## src/verilog/readout_pkg.sv

```systemverilog
/*
 Shared constants, carriers and state codes of the chamber readout controller.
 Assumes a 20 MHz system clock; imported by every design file but the synchroniser.
*/
// Summary of operation
// - Up to 16 cards, 256 wires per stream
// - Four streams served together, 1024 wires
// - Transfer running past 16 us is flagged late
// - 16-bit word: eight hits, 7-bit location, parity flag
// - Store only groups with a hit in stream mode zero
// - Fast clear discards, slow clear aborts
// - Read request starts moving card data
// - All streams shift together during dead time
// - Abort clears data and returns to idle
// - Calibrate level holds calibration mode
// - Busy is OR of stream busies
// - Stream 0 returned clock times readout
// - Stream mode zero selects normal data
// - Width, separation and 2-bit calibrate mode
// - Settings writable and read back
// - Test enable fires one-shot on window edge
// - Three diagnostic ORs over 16 channels
// - Ninth bit carries odd parity
`default_nettype none
package readout_pkg;
    localparam int              CLK_NS         = 50;
    localparam int              STREAMS        = 4;
    localparam int              CHANNELS       = 16;
    localparam int              CARD_W         = 5;
    localparam logic [4:0]      CARD_MAX       = 5'h10;
    localparam int              BITS_PER_CARD  = 18;
    localparam int              NBITS_W        = 9;
    localparam int              POS_W          = 4;
    localparam logic [3:0]      POS_LAST       = 4'h8;
    localparam int              HITS           = 8;
    localparam int              GRP_W          = 5;
    localparam int              LOC_W          = 7;
    localparam int              MEM_DEPTH      = 128;
    localparam int              CNT_W          = 8;
    localparam int              XFER_LIMIT_NS  = 16000;
    localparam int              XFER_LIMIT_CYC = XFER_LIMIT_NS / CLK_NS;
    localparam int              XFER_W         = 9;
    localparam int              CAL_PERIOD_NS  = 10000;
    localparam int              CAL_PERIOD_CYC = CAL_PERIOD_NS / CLK_NS;
    localparam logic [7:0]      CAL_LAST       = 8'(CAL_PERIOD_CYC - 1);
    localparam logic [9:0]      PAIR_START     = 10'h001;
    localparam logic [3:0]      MODE_NORMAL    = 4'h0;
    localparam int              CALM_PAIR      = 0;
    localparam int              CALM_CLEAR     = 1;

    typedef struct packed {
        logic                   perr;
        logic [LOC_W-1:0]       loc;
        logic [HITS-1:0]        hits;
    } hit_word_t;

    typedef struct packed {
        logic [STREAMS-1:0][CARD_W-1:0] cards;
        logic [3:0]             stream_mode;
        logic [7:0]             cal_width;
        logic [7:0]             cal_sep;
        logic [1:0]             cal_mode;
        logic [CHANNELS-1:0]    test_en;
    } cfg_t;

    typedef struct packed {
        logic                   ret_clk;
        logic [STREAMS-1:0]     data;
        logic                   read;
        logic                   abort;
        logic                   cal;
        logic                   fclr;
    } ctl_pins_t;

    typedef struct packed {
        logic                   window;
        logic [CHANNELS-1:0]    comp;
        logic [CHANNELS-1:0]    delay;
        logic [CHANNELS-1:0]    latch;
    } card_pins_t;

    typedef enum logic [2:0] {
        ST_IDLE  = 3'h1,
        ST_SHIFT = 3'h2,
        ST_CAL   = 3'h4
    } seq_t;
endpackage : readout_pkg
`default_nettype wire

```

## src/verilog/pin_sync.sv

```systemverilog
/*
 Three-stage input synchroniser with agreement filter.
 Assumes inputs asynchronous to mclk_in; output changes once stages two
 and three agree.
*/
`timescale 1ns/1ns
`default_nettype none
module pin_sync #(
    parameter int W = 1
) (
    input  wire logic         mclk_in,
    input  wire logic         rst_n_in,
    input  wire logic [W-1:0] d_in,
    output logic      [W-1:0] q_out
);
    logic [W-1:0] s1_r;
    logic [W-1:0] s2_r;
    logic [W-1:0] s3_r;
    logic [W-1:0] q_r;
    logic [W-1:0] q_nxt;

    // Take stage three where stages agree, else hold
    assign q_nxt = (s2_r & s3_r) | (q_r & (s2_r ^ s3_r));
    assign q_out = q_r;

    // Synchroniser chain
    always_ff @(posedge mclk_in) begin
        if (!rst_n_in) begin
            s1_r <= '0;
            s2_r <= '0;
            s3_r <= '0;
            q_r  <= '0;
        end else begin
            s1_r <= d_in;
            s2_r <= s1_r;
            s3_r <= s2_r;
            q_r  <= q_nxt;
        end
    end
endmodule : pin_sync
`default_nettype wire

```

## src/verilog/stream_unpack.sv

```systemverilog
/*
 One readout stream: counts chain bits, assembles chip groups, checks parity
 and holds one formatted word until the writer takes it.
 Assumes shift_in marks a returned-clock edge with bit_in valid.
*/
`timescale 1ns/1ns
`default_nettype none
module stream_unpack
    import readout_pkg::*;
#(
    parameter logic [1:0] IDX = 2'h0
) (
    input  wire logic              mclk_in,
    input  wire logic              rst_n_in,
    input  wire logic              start_in,
    input  wire logic              abort_in,
    input  wire logic              shift_in,
    input  wire logic              bit_in,
    input  wire logic              keep_all_in,
    input  wire logic              ack_in,
    input  wire logic [CARD_W-1:0] cards_in,
    output logic                   busy_out,
    output logic                   pend_out,
    output hit_word_t              word_out
);
    logic [NBITS_W-1:0] left_r;
    logic [POS_W-1:0]   pos_r;
    logic [GRP_W-1:0]   grp_r;
    logic [HITS-1:0]    sh_r;
    logic               pend_r;
    hit_word_t          word_r;

    // Chain length from the clamped card count
    wire logic [CARD_W-1:0]  cards_w = (cards_in > CARD_MAX) ? CARD_MAX : cards_in;
    wire logic [NBITS_W-1:0] load_w  = NBITS_W'(cards_w * BITS_PER_CARD);
    wire logic take_w = shift_in && (left_r != '0);
    wire logic last_w = take_w && (pos_r == POS_LAST);
    wire logic emit_w = last_w && ((|sh_r) || keep_all_in);
    wire logic perr_w = ~^{sh_r, bit_in};

    assign busy_out = (left_r != '0) | pend_r;
    assign pend_out = pend_r;
    assign word_out = word_r;

    // Bit counting, group assembly and word hold
    always_ff @(posedge mclk_in) begin
        if (!rst_n_in || abort_in) begin
            left_r <= '0;
            pos_r  <= '0;
            grp_r  <= '0;
            sh_r   <= '0;
            pend_r <= 1'b0;
            word_r <= '0;
        end else begin
            if (start_in) begin
                left_r <= load_w;
                pos_r  <= '0;
                grp_r  <= '0;
                sh_r   <= '0;
            end else if (take_w) begin
                left_r <= left_r - 1'b1;
                pos_r  <= last_w ? '0 : pos_r + 1'b1;
                grp_r  <= last_w ? grp_r + 1'b1 : grp_r;
                sh_r   <= last_w ? '0 : {sh_r[HITS-2:0], bit_in};
            end
            pend_r <= emit_w | (pend_r & ~ack_in);
            if (emit_w) begin
                word_r <= '{perr: perr_w, loc: {IDX, grp_r}, hits: sh_r};
            end
        end
    end
endmodule : stream_unpack
`default_nettype wire

```

## src/verilog/chamber_readout_control.sv

```systemverilog
/*
 Chamber readout controller and system driver: four card streams,
 formatted hit memory, read/abort/calibrate sequencing, test outputs and
 card diagnostic ORs.
 Assumes all pin inputs asynchronous to mclk_in; settings and host read
 index come from logic on mclk_in.
*/
`timescale 1ns/1ns
`default_nettype none
module chamber_readout_control
    import readout_pkg::*;
(
    input  wire logic             mclk_in,
    input  wire logic             rst_n_in,
    input  wire ctl_pins_t        ctl_pins_in,
    input  wire card_pins_t       card_pins_in,
    input  wire logic             cfg_wr_in,
    input  wire cfg_t             cfg_in,
    input  wire logic [LOC_W-1:0] rd_index_in,
    output cfg_t                  cfg_rdback_out,
    output hit_word_t             rd_word_out,
    output logic [CNT_W-1:0]      word_count_out,
    output logic                  busy_out,
    output logic                  xfer_load_out,
    output logic                  xfer_done_out,
    output logic                  xfer_late_out,
    output logic                  parity_err_out,
    output logic                  cal_active_out,
    output logic                  test_window_out,
    output logic                  test_discard_out,
    output logic                  prompt_or_out,
    output logic                  delayed_or_out,
    output logic                  latched_or_out
);
    localparam int CAL_EXIT_BOUND = 2 * CAL_PERIOD_CYC + 2;
    localparam logic [XFER_W-1:0] XFER_LIMIT = XFER_W'(XFER_LIMIT_CYC);

    ctl_pins_t           ctl_q;
    ctl_pins_t           ctl_prev_r;
    ctl_pins_t           rise_w;
    card_pins_t          card_q;
    logic                win_prev_r;
    logic [CHANNELS-1:0] comp_prev_r;
    cfg_t                cfg_r;
    seq_t                st_r;
    seq_t                st_nxt;
    logic [STREAMS-1:0]  sbusy_w;
    logic [STREAMS-1:0]  pend_w;
    logic [STREAMS-1:0]  ack_w;
    hit_word_t           words_w [STREAMS];
    hit_word_t           sel_word;
    hit_word_t           mem_r [MEM_DEPTH];
    hit_word_t           rd_word_r;
    logic [CNT_W-1:0]    wcnt_r;
    logic                load_r;
    logic                done_r;
    logic                late_r;
    logic                perr_r;
    logic [XFER_W-1:0]   xcyc_r;
    logic [7:0]          cal_cnt_r;
    logic                cal_stop_r;
    logic                win_r;
    logic                disc_r;
    logic [CHANNELS-1:0] oneshot_r;
    logic                prompt_r;
    logic                delayed_r;
    logic                latched_r;

    // Pin synchronisers for link, trigger and card lines
    pin_sync #(.W($bits(ctl_pins_t))) u_ctl_sync (
        .mclk_in  (mclk_in),
        .rst_n_in (rst_n_in),
        .d_in     (ctl_pins_in),
        .q_out    (ctl_q)
    );

    pin_sync #(.W($bits(card_pins_t))) u_card_sync (
        .mclk_in  (mclk_in),
        .rst_n_in (rst_n_in),
        .d_in     (card_pins_in),
        .q_out    (card_q)
    );

    // Rising edges of the filtered pins
    assign rise_w = ctl_pins_t'(ctl_q & ~ctl_prev_r);

    // Sequencer decodes
    wire logic idle_w   = (st_r == ST_IDLE);
    wire logic shift_st = (st_r == ST_SHIFT);
    wire logic cal_st   = (st_r == ST_CAL);
    wire logic read_go  = idle_w && rise_w.read && !ctl_q.cal
                          && (cfg_r.cards[0] != '0);
    wire logic cal_go   = idle_w && ctl_q.cal && !read_go;
    wire logic abort_go = shift_st && rise_w.abort;
    wire logic xfer_end = shift_st && !(|sbusy_w) && !abort_go;
    wire logic cal_end  = cal_st && (cal_cnt_r == CAL_LAST)
                          && (cal_stop_r || !ctl_q.cal);
    wire logic shift_w  = shift_st && rise_w.ret_clk;
    wire logic keep_all = (cfg_r.stream_mode != MODE_NORMAL);
    wire logic wr_en    = |pend_w;

    // Stream 0 return clock paces every stream together
    for (genvar i = 0; i < STREAMS; i++) begin : g_stream
        stream_unpack #(.IDX(2'(i))) u_stream (
            .mclk_in     (mclk_in),
            .rst_n_in    (rst_n_in),
            .start_in    (read_go),
            .abort_in    (abort_go),
            .shift_in    (shift_w),
            .bit_in      (ctl_q.data[i]),
            .keep_all_in (keep_all),
            .ack_in      (ack_w[i]),
            .cards_in    (cfg_r.cards[i]),
            .busy_out    (sbusy_w[i]),
            .pend_out    (pend_w[i]),
            .word_out    (words_w[i])
        );
    end

    // Lowest pending stream is written first
    assign ack_w = pend_w & (~pend_w + 4'h1);

    // Select the acknowledged stream's word
    always_comb begin
        sel_word = '0;
        for (int i = 0; i < STREAMS; i++) begin
            if (ack_w[i]) begin
                sel_word = words_w[i];
            end
        end
    end

    // Busy is the OR of stream busies
    assign busy_out       = |sbusy_w;
    assign word_count_out = wcnt_r;
    assign rd_word_out    = rd_word_r;
    assign cfg_rdback_out = cfg_r;
    assign xfer_load_out  = load_r;
    assign xfer_done_out  = done_r;
    assign xfer_late_out  = late_r;
    assign parity_err_out = perr_r;
    assign cal_active_out = cal_st;
    assign test_window_out  = win_r;
    assign test_discard_out = disc_r;
    assign prompt_or_out  = prompt_r;
    assign delayed_or_out = delayed_r;
    assign latched_or_out = latched_r;

    // Next sequencer state
    always_comb begin
        case (st_r)
            ST_IDLE: begin
                if (read_go) begin
                    st_nxt = ST_SHIFT;
                end else if (cal_go) begin
                    st_nxt = ST_CAL;
                end else begin
                    st_nxt = ST_IDLE;
                end
            end
            ST_SHIFT: begin
                st_nxt = (abort_go || xfer_end) ? ST_IDLE : ST_SHIFT;
            end
            ST_CAL: begin
                st_nxt = cal_end ? ST_IDLE : ST_CAL;
            end
            default: begin
                st_nxt = ST_IDLE;
            end
        endcase
    end

    // Sequencer state and pin history
    always_ff @(posedge mclk_in) begin
        if (!rst_n_in) begin
            st_r        <= ST_IDLE;
            ctl_prev_r  <= '0;
            win_prev_r  <= 1'b0;
            comp_prev_r <= '0;
        end else begin
            st_r        <= st_nxt;
            ctl_prev_r  <= ctl_q;
            win_prev_r  <= card_q.window;
            comp_prev_r <= card_q.comp;
        end
    end

    // Settings are taken only while idle and always read back
    always_ff @(posedge mclk_in) begin
        if (!rst_n_in) begin
            cfg_r <= '0;
        end else if (cfg_wr_in && idle_w) begin
            cfg_r <= cfg_in;
        end
    end

    // Hit memory: cleared on abort, filled one word a cycle
    always_ff @(posedge mclk_in) begin
        if (!rst_n_in || abort_go) begin
            wcnt_r <= '0;
            for (int i = 0; i < MEM_DEPTH; i++) begin
                mem_r[i] <= '0;
            end
        end else if (read_go) begin
            wcnt_r <= '0;
        end else if (wr_en) begin
            mem_r[wcnt_r[LOC_W-1:0]] <= sel_word;
            wcnt_r <= wcnt_r + 1'b1;
        end
    end

    // Host read port
    always_ff @(posedge mclk_in) begin
        if (!rst_n_in) begin
            rd_word_r <= '0;
        end else begin
            rd_word_r <= mem_r[rd_index_in];
        end
    end

    // Transfer strobes, time budget and parity flag
    always_ff @(posedge mclk_in) begin
        if (!rst_n_in) begin
            load_r <= 1'b0;
            done_r <= 1'b0;
            late_r <= 1'b0;
            perr_r <= 1'b0;
            xcyc_r <= '0;
        end else begin
            load_r <= read_go;
            done_r <= xfer_end;
            xcyc_r <= read_go ? '0 :
                      (shift_st && xcyc_r != XFER_LIMIT) ? xcyc_r + 1'b1 : xcyc_r;
            late_r <= !read_go && (late_r || (shift_st && xcyc_r == XFER_LIMIT));
            perr_r <= !read_go && (perr_r || (wr_en && sel_word.perr));
        end
    end

    // Calibration pulse-pair timing
    wire logic [9:0] c_w  = {2'h0, cal_cnt_r};
    wire logic [9:0] w_w  = {2'h0, cfg_r.cal_width};
    wire logic [9:0] p2_w = PAIR_START + {2'h0, cfg_r.cal_sep};
    wire logic pair_w = ((c_w >= PAIR_START) && (c_w < PAIR_START + w_w))
                        || ((c_w >= p2_w) && (c_w < p2_w + w_w));
    wire logic win_nxt  = cal_st && cfg_r.cal_mode[CALM_PAIR] && pair_w;
    wire logic disc_nxt = (idle_w && rise_w.fclr)
                          || (cal_st && cfg_r.cal_mode[CALM_CLEAR] && cal_cnt_r == '0);

    // Calibration cycle counter and test outputs
    always_ff @(posedge mclk_in) begin
        if (!rst_n_in) begin
            cal_cnt_r  <= '0;
            cal_stop_r <= 1'b0;
            win_r      <= 1'b0;
            disc_r     <= 1'b0;
        end else begin
            cal_cnt_r  <= (!cal_st || cal_cnt_r == CAL_LAST) ? '0 : cal_cnt_r + 1'b1;
            cal_stop_r <= cal_st && !cal_end && (cal_stop_r || !ctl_q.cal);
            win_r      <= win_nxt;
            disc_r     <= disc_nxt;
        end
    end

    // Card channel one-shots and diagnostic ORs
    wire logic                win_rise  = card_q.window && !win_prev_r;
    wire logic [CHANNELS-1:0] comp_rise = card_q.comp & ~comp_prev_r;
    wire logic [CHANNELS-1:0] trig_w = (cfg_r.test_en & {CHANNELS{win_rise}})
                                       | (~cfg_r.test_en & comp_rise);

    always_ff @(posedge mclk_in) begin
        if (!rst_n_in) begin
            oneshot_r <= '0;
            prompt_r  <= 1'b0;
            delayed_r <= 1'b0;
            latched_r <= 1'b0;
        end else begin
            oneshot_r <= trig_w;
            prompt_r  <= |oneshot_r;
            delayed_r <= |card_q.delay;
            latched_r <= |card_q.latch;
        end
    end
endmodule : chamber_readout_control
`default_nettype wire

```

## config.mk

```make
export PLATFORM = sky130hd
export DESIGN_NAME = chamber_readout_control
export DESIGN_NICKNAME = d
export VERILOG_FILES = /design/src/verilog/readout_pkg.sv /design/src/verilog/pin_sync.sv /design/src/verilog/stream_unpack.sv /design/src/verilog/chamber_readout_control.sv
export SDC_FILE = /design/constraint.sdc
export NUM_CORES = 2
export LEC_CHECK = 0
export BUFFER_PORTS_ARGS = -buffer_cell sky130_fd_sc_hd__buf_2
export CAP_MARGIN = 20
export CORE_MARGIN = 1.5
export CORE_UTILIZATION = 32
export CTS_CLUSTER_DIAMETER = 50
export DETAILED_ROUTE_END_ITERATION = 16
export MAX_ROUTING_LAYER = met4
export PLACE_DENSITY = 0.52
export SYNTH_ARGS = -nofsm -noshare
export SYNTH_HDL_FRONTEND = slang
export SYNTH_SLANG_ARGS = --single-unit
```

## constraint.sdc

```tcl
create_clock -name mclk_in -period 3.25 [get_ports mclk_in]
set_input_delay 0.4875 -clock mclk_in [delete_from_list [all_inputs] [get_ports mclk_in]]
set_output_delay 0.4875 -clock mclk_in [all_outputs]
set_load 0.01 [all_outputs]
```

* After elaboration in Yosys (flattened, before gate mapping)
Memory sizes are Yosys's and may differ from the RTL's. A register that Yosys moved wholly into a read port is not among the register bits. Index checks and enable logic that the tools add are counted.
Cells by class: $add $sub $neg 19, multipliers 4, magnitude comparators 8, eq/ne operators 10, muxes and demuxes 38, bitwise operators 35, reduce and logical (&&, ||, !) cells 92
Operator list (count):
- $and 49x49->49 | 2
- $mux 16 | 5
- $mux 9 | 8
- $reduce_or 16->1 | 4
- $or 49x49->49 | 1
- $xor 49x49->49 | 1
- $and 16x16->16 | 3
- $logic_and 1x1->1 | 39
- $reduce_bool 9->1 | 4
- $reduce_xnor 9->1 | 4
- $sub 9x1->9 const B | 4
- $mul 5x4->8 const B | 4
- $mux 8 | 4
- $not 16->16 | 2
- $reduce_or 8->1 | 4
- $and 9x9->9 | 3
- $add 4x1->4 const B | 5
- $add 5x1->5 const B | 4
- $gt 5x5->1 const B | 4
- $mux 5 | 4
- $add 1x8->9 const A | 2
- $add 8x1->8 const B | 2
- $eq 4x4->1 const B | 4
- $mux 4 | 4
- other kinds (35) | 85
Storage, ports and cells: register bits after elaboration 537, bits in writable memories 2048, input port bits 126, output and inout bits 93, logic and storage cells 283, memories kept 1
Memory list:
- mem_r | depth 128, bits a word 16, rd ports 1, clocked after Yosys merged registers in 1, wr ports 128, line chamber_readout_control.sv:52 | hit_word_t mem_r [MEM_DEPTH];

* Longest topological paths before layout
depth in word-level cells 10, mapped depth 15, mapped depth without buffers 15

* By module
A second synthesis with hierarchy kept.
Unflattened totals: cells, all modules 8652, area total of the unflattened synthesis 110599.8 µm²
By module, submodules not included:
- chamber_readout_control | instances 1, cells an instance 7051, area an instance 94881.0 µm², seq. area each 64481.8 µm²
- pin_sync (u_card_sync) | instances 1, cells an instance 511, area an instance 6153.4 µm², seq. area each 3923.8 µm²
- stream_unpack (g_stream[1].u_stream ...) | instances 2, cells an instance 249, area an instance 2130.8 µm², seq. area each 840.8 µm²
- stream_unpack (g_stream[3].u_stream) | instances 1, cells an instance 250, area an instance 2098.3 µm², seq. area each 840.8 µm²
- stream_unpack (g_stream[0].u_stream) | instances 1, cells an instance 249, area an instance 2083.2 µm², seq. area each 820.8 µm²
- pin_sync (u_ctl_sync) | instances 1, cells an instance 93, area an instance 1122.3 µm², seq. area each 720.7 µm²

* Worst setup path before layout
Ideal clock, no wire load.
kind register -> register, start register cfg_r, in the netlist cfg_rdback_out[38], end memory mem_r[4][0] in the netlist's numbering (enable), library setup time 0.372 ns, data arrival time 2.565 ns, required time 2.878 ns, path slack 0.314 ns, cell stages (with the launch flop) 9, path buffers 2, period minus slack after synthesis 2.936 ns, cells stage by stage dfxtp_1 or4_4 o211ai_2 nand4_1 nor3_2 buf_4 nand2_1 buf_2 nand2_1
RTL lines:
- start, declared | line chamber_readout_control.sv:44 | cfg_t cfg_r;
- start signal, assigned | line chamber_readout_control.sv:193 | cfg_r <= cfg_in;
- end, declared | line chamber_readout_control.sv:52

* Final worst setup path
start register cfg_r, in the netlist cfg_rdback_out[18], end register win_r, in the netlist test_window_out
Between the ends: longest elaborated chain between the ends 6, elaborated cells between the ends (all ways) 7, classes of those cells add/sub: 2; order compare: 2; reduce/logical: 3
RTL lines:
- $add 1x8->9 * | line chamber_readout_control.sv:242 | wire logic [9:0] p2_w = PAIR_START + {2'h0, cfg_r.cal_sep};
- $add 9x8->10 | line chamber_readout_control.sv:244 | || ((c_w >= p2_w) && (c_w < p2_w + w_w));
- $lt 8x10->1 | line chamber_readout_control.sv:244
- $logic_and 1x1->1 * | line chamber_readout_control.sv:244
- $logic_or 1x1->1 * | line chamber_readout_control.sv:244
- $logic_and 1x1->1 * | line chamber_readout_control.sv:245 | wire logic win_nxt = cal_st && cfg_r.cal_mode[CALM_PAIR] && pair_w;
- end signal, assigned | line chamber_readout_control.sv:259 | win_r <= win_nxt;
- end, declared | line chamber_readout_control.sv:62 | logic win_r;
Every way passes the cells marked *; elsewhere a longest branch is shown, timed or not. A chain may end at the register's enable or synchronous reset.

==> flow_summary_export.csv <==
group,metric,value,unit
drt,drt-total-wl,330000,um
synth,postSynthCellCount,8454,
synth,async_flop_share,0,%
clock_network,cts_tree,"done",
power,power.density,591,nW/um^2
floorplanning,core,338000,um^2
critical_path,worstPathArrival,3900,ps
timing,setup-violations-final,0,
floorplanning,start_util,32.2,%
timing,post-route-period-util,97.0,%
synth,ys_seq_elements,2596,
clock_network,h-tree-depth,5,
clock_network,clkLatencyLatePin,900,ps
timing,worst_hold_slack,216,ps
clock_network,clk_path_buf_depth,4,
placement,dpl_cell_area,120000,um^2
floorplanning,die_h,586,um
finish,fin_util,39.0,%
drt,post-route-drc-count,0,
critical_path,worst-setup-path-type,"register to register",
global_routing,busiest_layer,"met2",
synth,syn-num-nets,8712,
timing,fin_crit,3150,ps
critical_path,crit_end,"test_window_out",
global_routing,overflow,0,
global_routing,grt_pass1_vias,70844,
timing,fmax,317,MHz
synth,yosysUniqueCellTypes,64,
global_routing,track_usage,19.4,%
floorplanning,rows,213,
synth,ys_seq_area_share,66.6,%
finish,fin_area,132000,um^2
global_routing,antenna_found_initial,19,
placement,dp_cells,13157,
critical_path,rr_worst_depth,14,
timing,worst_pin_slew,1080,ps
synth,synth-main-ff-cell,"edfxtp_1",
finish,seqCellArea,72500,um^2
timing,hold_viol_final,0,
global_routing,met3_usage,3.51,%
global_routing,grt_max_degree,216,
critical_path,r2r_end,"test_window_out",
power,ir_drop,0.000425,V
critical_path,r2r_start,"cfg_rdback_out[18]",
synth,synth_area,109000,um^2
critical_path,crit_path_start,"cfg_rdback_out[18]",
clock_network,root_buffer,"clkbuf_16",
finish,drive_above_1_share,19.6,%
finish,nFillCells,31828,
global_routing,met2_usage,30.3,%
timing,final.setup_skew,86.1,ps
placement,gp_congestion,0.921,
critical_path,regToRegSetupSlack,100,ps
clock_network,cts.sinks,2596,
drt,drt_iter0_markers,7392,
timing,slew_viol_final,0,
global_routing,grtUsageMet1,25.5,%
status,status,"finished, final reports clean",
floorplanning,dieArea,344000,um^2
finish,final_cells,13881,
drt,ant_nets,0,
floorplanning,ioPinCount,219,
finish,multi_input_area,33900,um^2
synth,yosysWarnings,0,
critical_path,cp_max_fo,2,
placement,numPortBuffers,218,
synth,avgSynthCellArea,12.9,um^2
timing,slew_headroom,27.7,%
finish,synthToLayoutAreaGrowth,20.8,%
drt,drtPass1Iterations,6,
placement,place_hpwl,214000,um
floorplanning,die_x,586,um
power,cellLeakagePower,44.5,nW
timing,rsz0062_at_grt,"false",
critical_path,endpoint_kind,"register",
global_routing,grt_pass1_wl,480000,um
finish,num-nets-final,9348,
critical_path,start_kind,"register",
drt,vias_per_cell,5.11,
clock_network,cts-buffers-inserted,325,
critical_path,required,4000,ps
drt,drt-wirelength-per-cell,23.8,um
clock_network,clkTransAtPathRegs,60,ps
drt,vias,70934,
synth,synth-edff-count,2048,
job,drv_cap,0,
min_path,hp-class,"primary input to register",
power,power,77.7,mW
-- stage by stage --
step | setup TNS (ps) | setup slack [ps]
6_report | 0 | 98.5
5_1_grt | 0 | 2.44
4_1_cts | 0 | 24.9
3_5_place_dp | -1220 | -244
3_3_place_gp | -1270 | -251
2_1_floorplan | 0 | 314
-- power breakdown --
part,switching [mW],internal (mW),total [mW]
combinational,2.44,1.83,4.27
sequential,0.501,37.2,37.7
clock,14.5,21.3,35.8
total,17.5,60.3,77.7
-- per-layer routing --
layer  vias to the layer above  wire (um)
li1                      31652          -
met3                       517      26300
met1                     36098     139000
met2                      2667     153000
met4                         0      12000
met5                         -          0
-- worst min path at each step --
stage,startpoint,to,cells past startpoint
3_5_place_dp,u_card_sync.s1_r[9],u_card_sync.s2_r[9],1
4_1_cts,rst_n_in,g_stream[0].u_stream.left_r[7],6
5_1_grt,rst_n_in,g_stream[0].u_stream.left_r[3],6
2_1_floorplan,u_card_sync.s1_r[0],u_card_sync.s2_r[0],1
3_3_place_gp,u_card_sync.s1_r[35],u_card_sync.s2_r[35],1
6_report,rst_n_in,u_ctl_sync.s3_r[1],3
-- synth_stat cells (all sizes together) (96+ instances only) --
library cell     n  area (um^2)
nor2          2306         8670
and2           202         1260
ha             127         1590
a22oi          245         1840
mux4           382         8600
nand2          588         2210
buf            163          761
a21oi          295         1480
nand3           96          480
mux2i          283         2830
dfxtp          548        11000
edfxtp        2048        61500
clkbuf         526         1970
-- area by class of cell --
cell class	instances	area share [%]
Antenna cell	18	0.0342
Clock buffer	391	6.55
Clock inverter	194	1.52
Inverter	52	0.150
Multi-Input combinational cell	5117	25.8
Sequential cell	2596	55.1
Tap cell	4515	4.29
Timing Repair Buffer	998	6.59
-- registers in the layout (all words and copies together), names as in the netlist, 8 cells and up --
register / count
g_stream.u_stream.left_r: 36
cfg_rdback_out: 58
u_card_sync.s3_r: 49
cal_cnt_r: 8
u_ctl_sync.s3_r: 9
oneshot_r: 16
u_card_sync.q_out: 49
u_card_sync.s2_r: 49
u_card_sync.s1_r: 49
mem_r: 2048
u_ctl_sync.s1_r: 9
word_count_out: 8
rd_word_out: 16
u_ctl_sync.s2_r: 9
g_stream.u_stream.word_out: 59
g_stream.u_stream.pos_r: 16
g_stream.u_stream.sh_r: 32
u_ctl_sync.q_out: 9
g_stream.u_stream.grp_r: 20
xcyc_r: 9
comp_prev_r: 16
-- cell usage in the layout (no fill, tap or decap), types with 35 or more instances in the layout --
cell type,instances
edfxtp_1,2048
and2_1,200
nand2_1,584
buf_12,112
nand3_1,96
buf_2,215
xor2_1,66
dlygate4sd3_1,117
inv_1,50
dfxtp_1,547
clkinv_1,35
ha_1,127
nand4_1,68
mux2i_1,283
xnor2_1,63
nor2_1,2299
a22oi_1,245
clkbuf_16,333
buf_4,550
clkbuf_1,51
a21oi_1,293
clkinv_2,42
mux4_2,382
-- repair_timing --
item                                   in CTS  in global routing
gates resized for setup                     8                  2
endpoints found under the hold margin     116                  2
setup buffers                               2                  0
setup endpoints to repair                   1                  2
hold buffers                              116                  1
-- cell families after synthesis --
| family | after synthesis | synth area share [%] |
|---|---|---|
| AND/OR/NAND/NOR | 3471 | 13.3 |
| adder cells (fa/ha/maj) | 132 | 1.55 |
| XOR/XNOR | 129 | 1.04 |
| other | 2 | 0.00690 |
| flip-flops | 2596 | 66.6 |
| buffers and inverters | 741 | 2.69 |
| AO/OA/AOI/OAI | 718 | 4.34 |
| multiplexers | 665 | 10.5 |
-- critical path, cell delays in order (launching register included) --
cell	delay [ps]
dfxtp_1	310
ha_1	320
ha_1	290
a21o_1	200
a21oi_2	160
nand2b_1	140
a21boi_0	120
o41a_1	360
xnor2_1	140
ha_1	300
o211a_1	160
nand3_1	80
o21a_1	170
a21oi_1	150
o31ai_1	80
(Power assumes the default switching activity.)
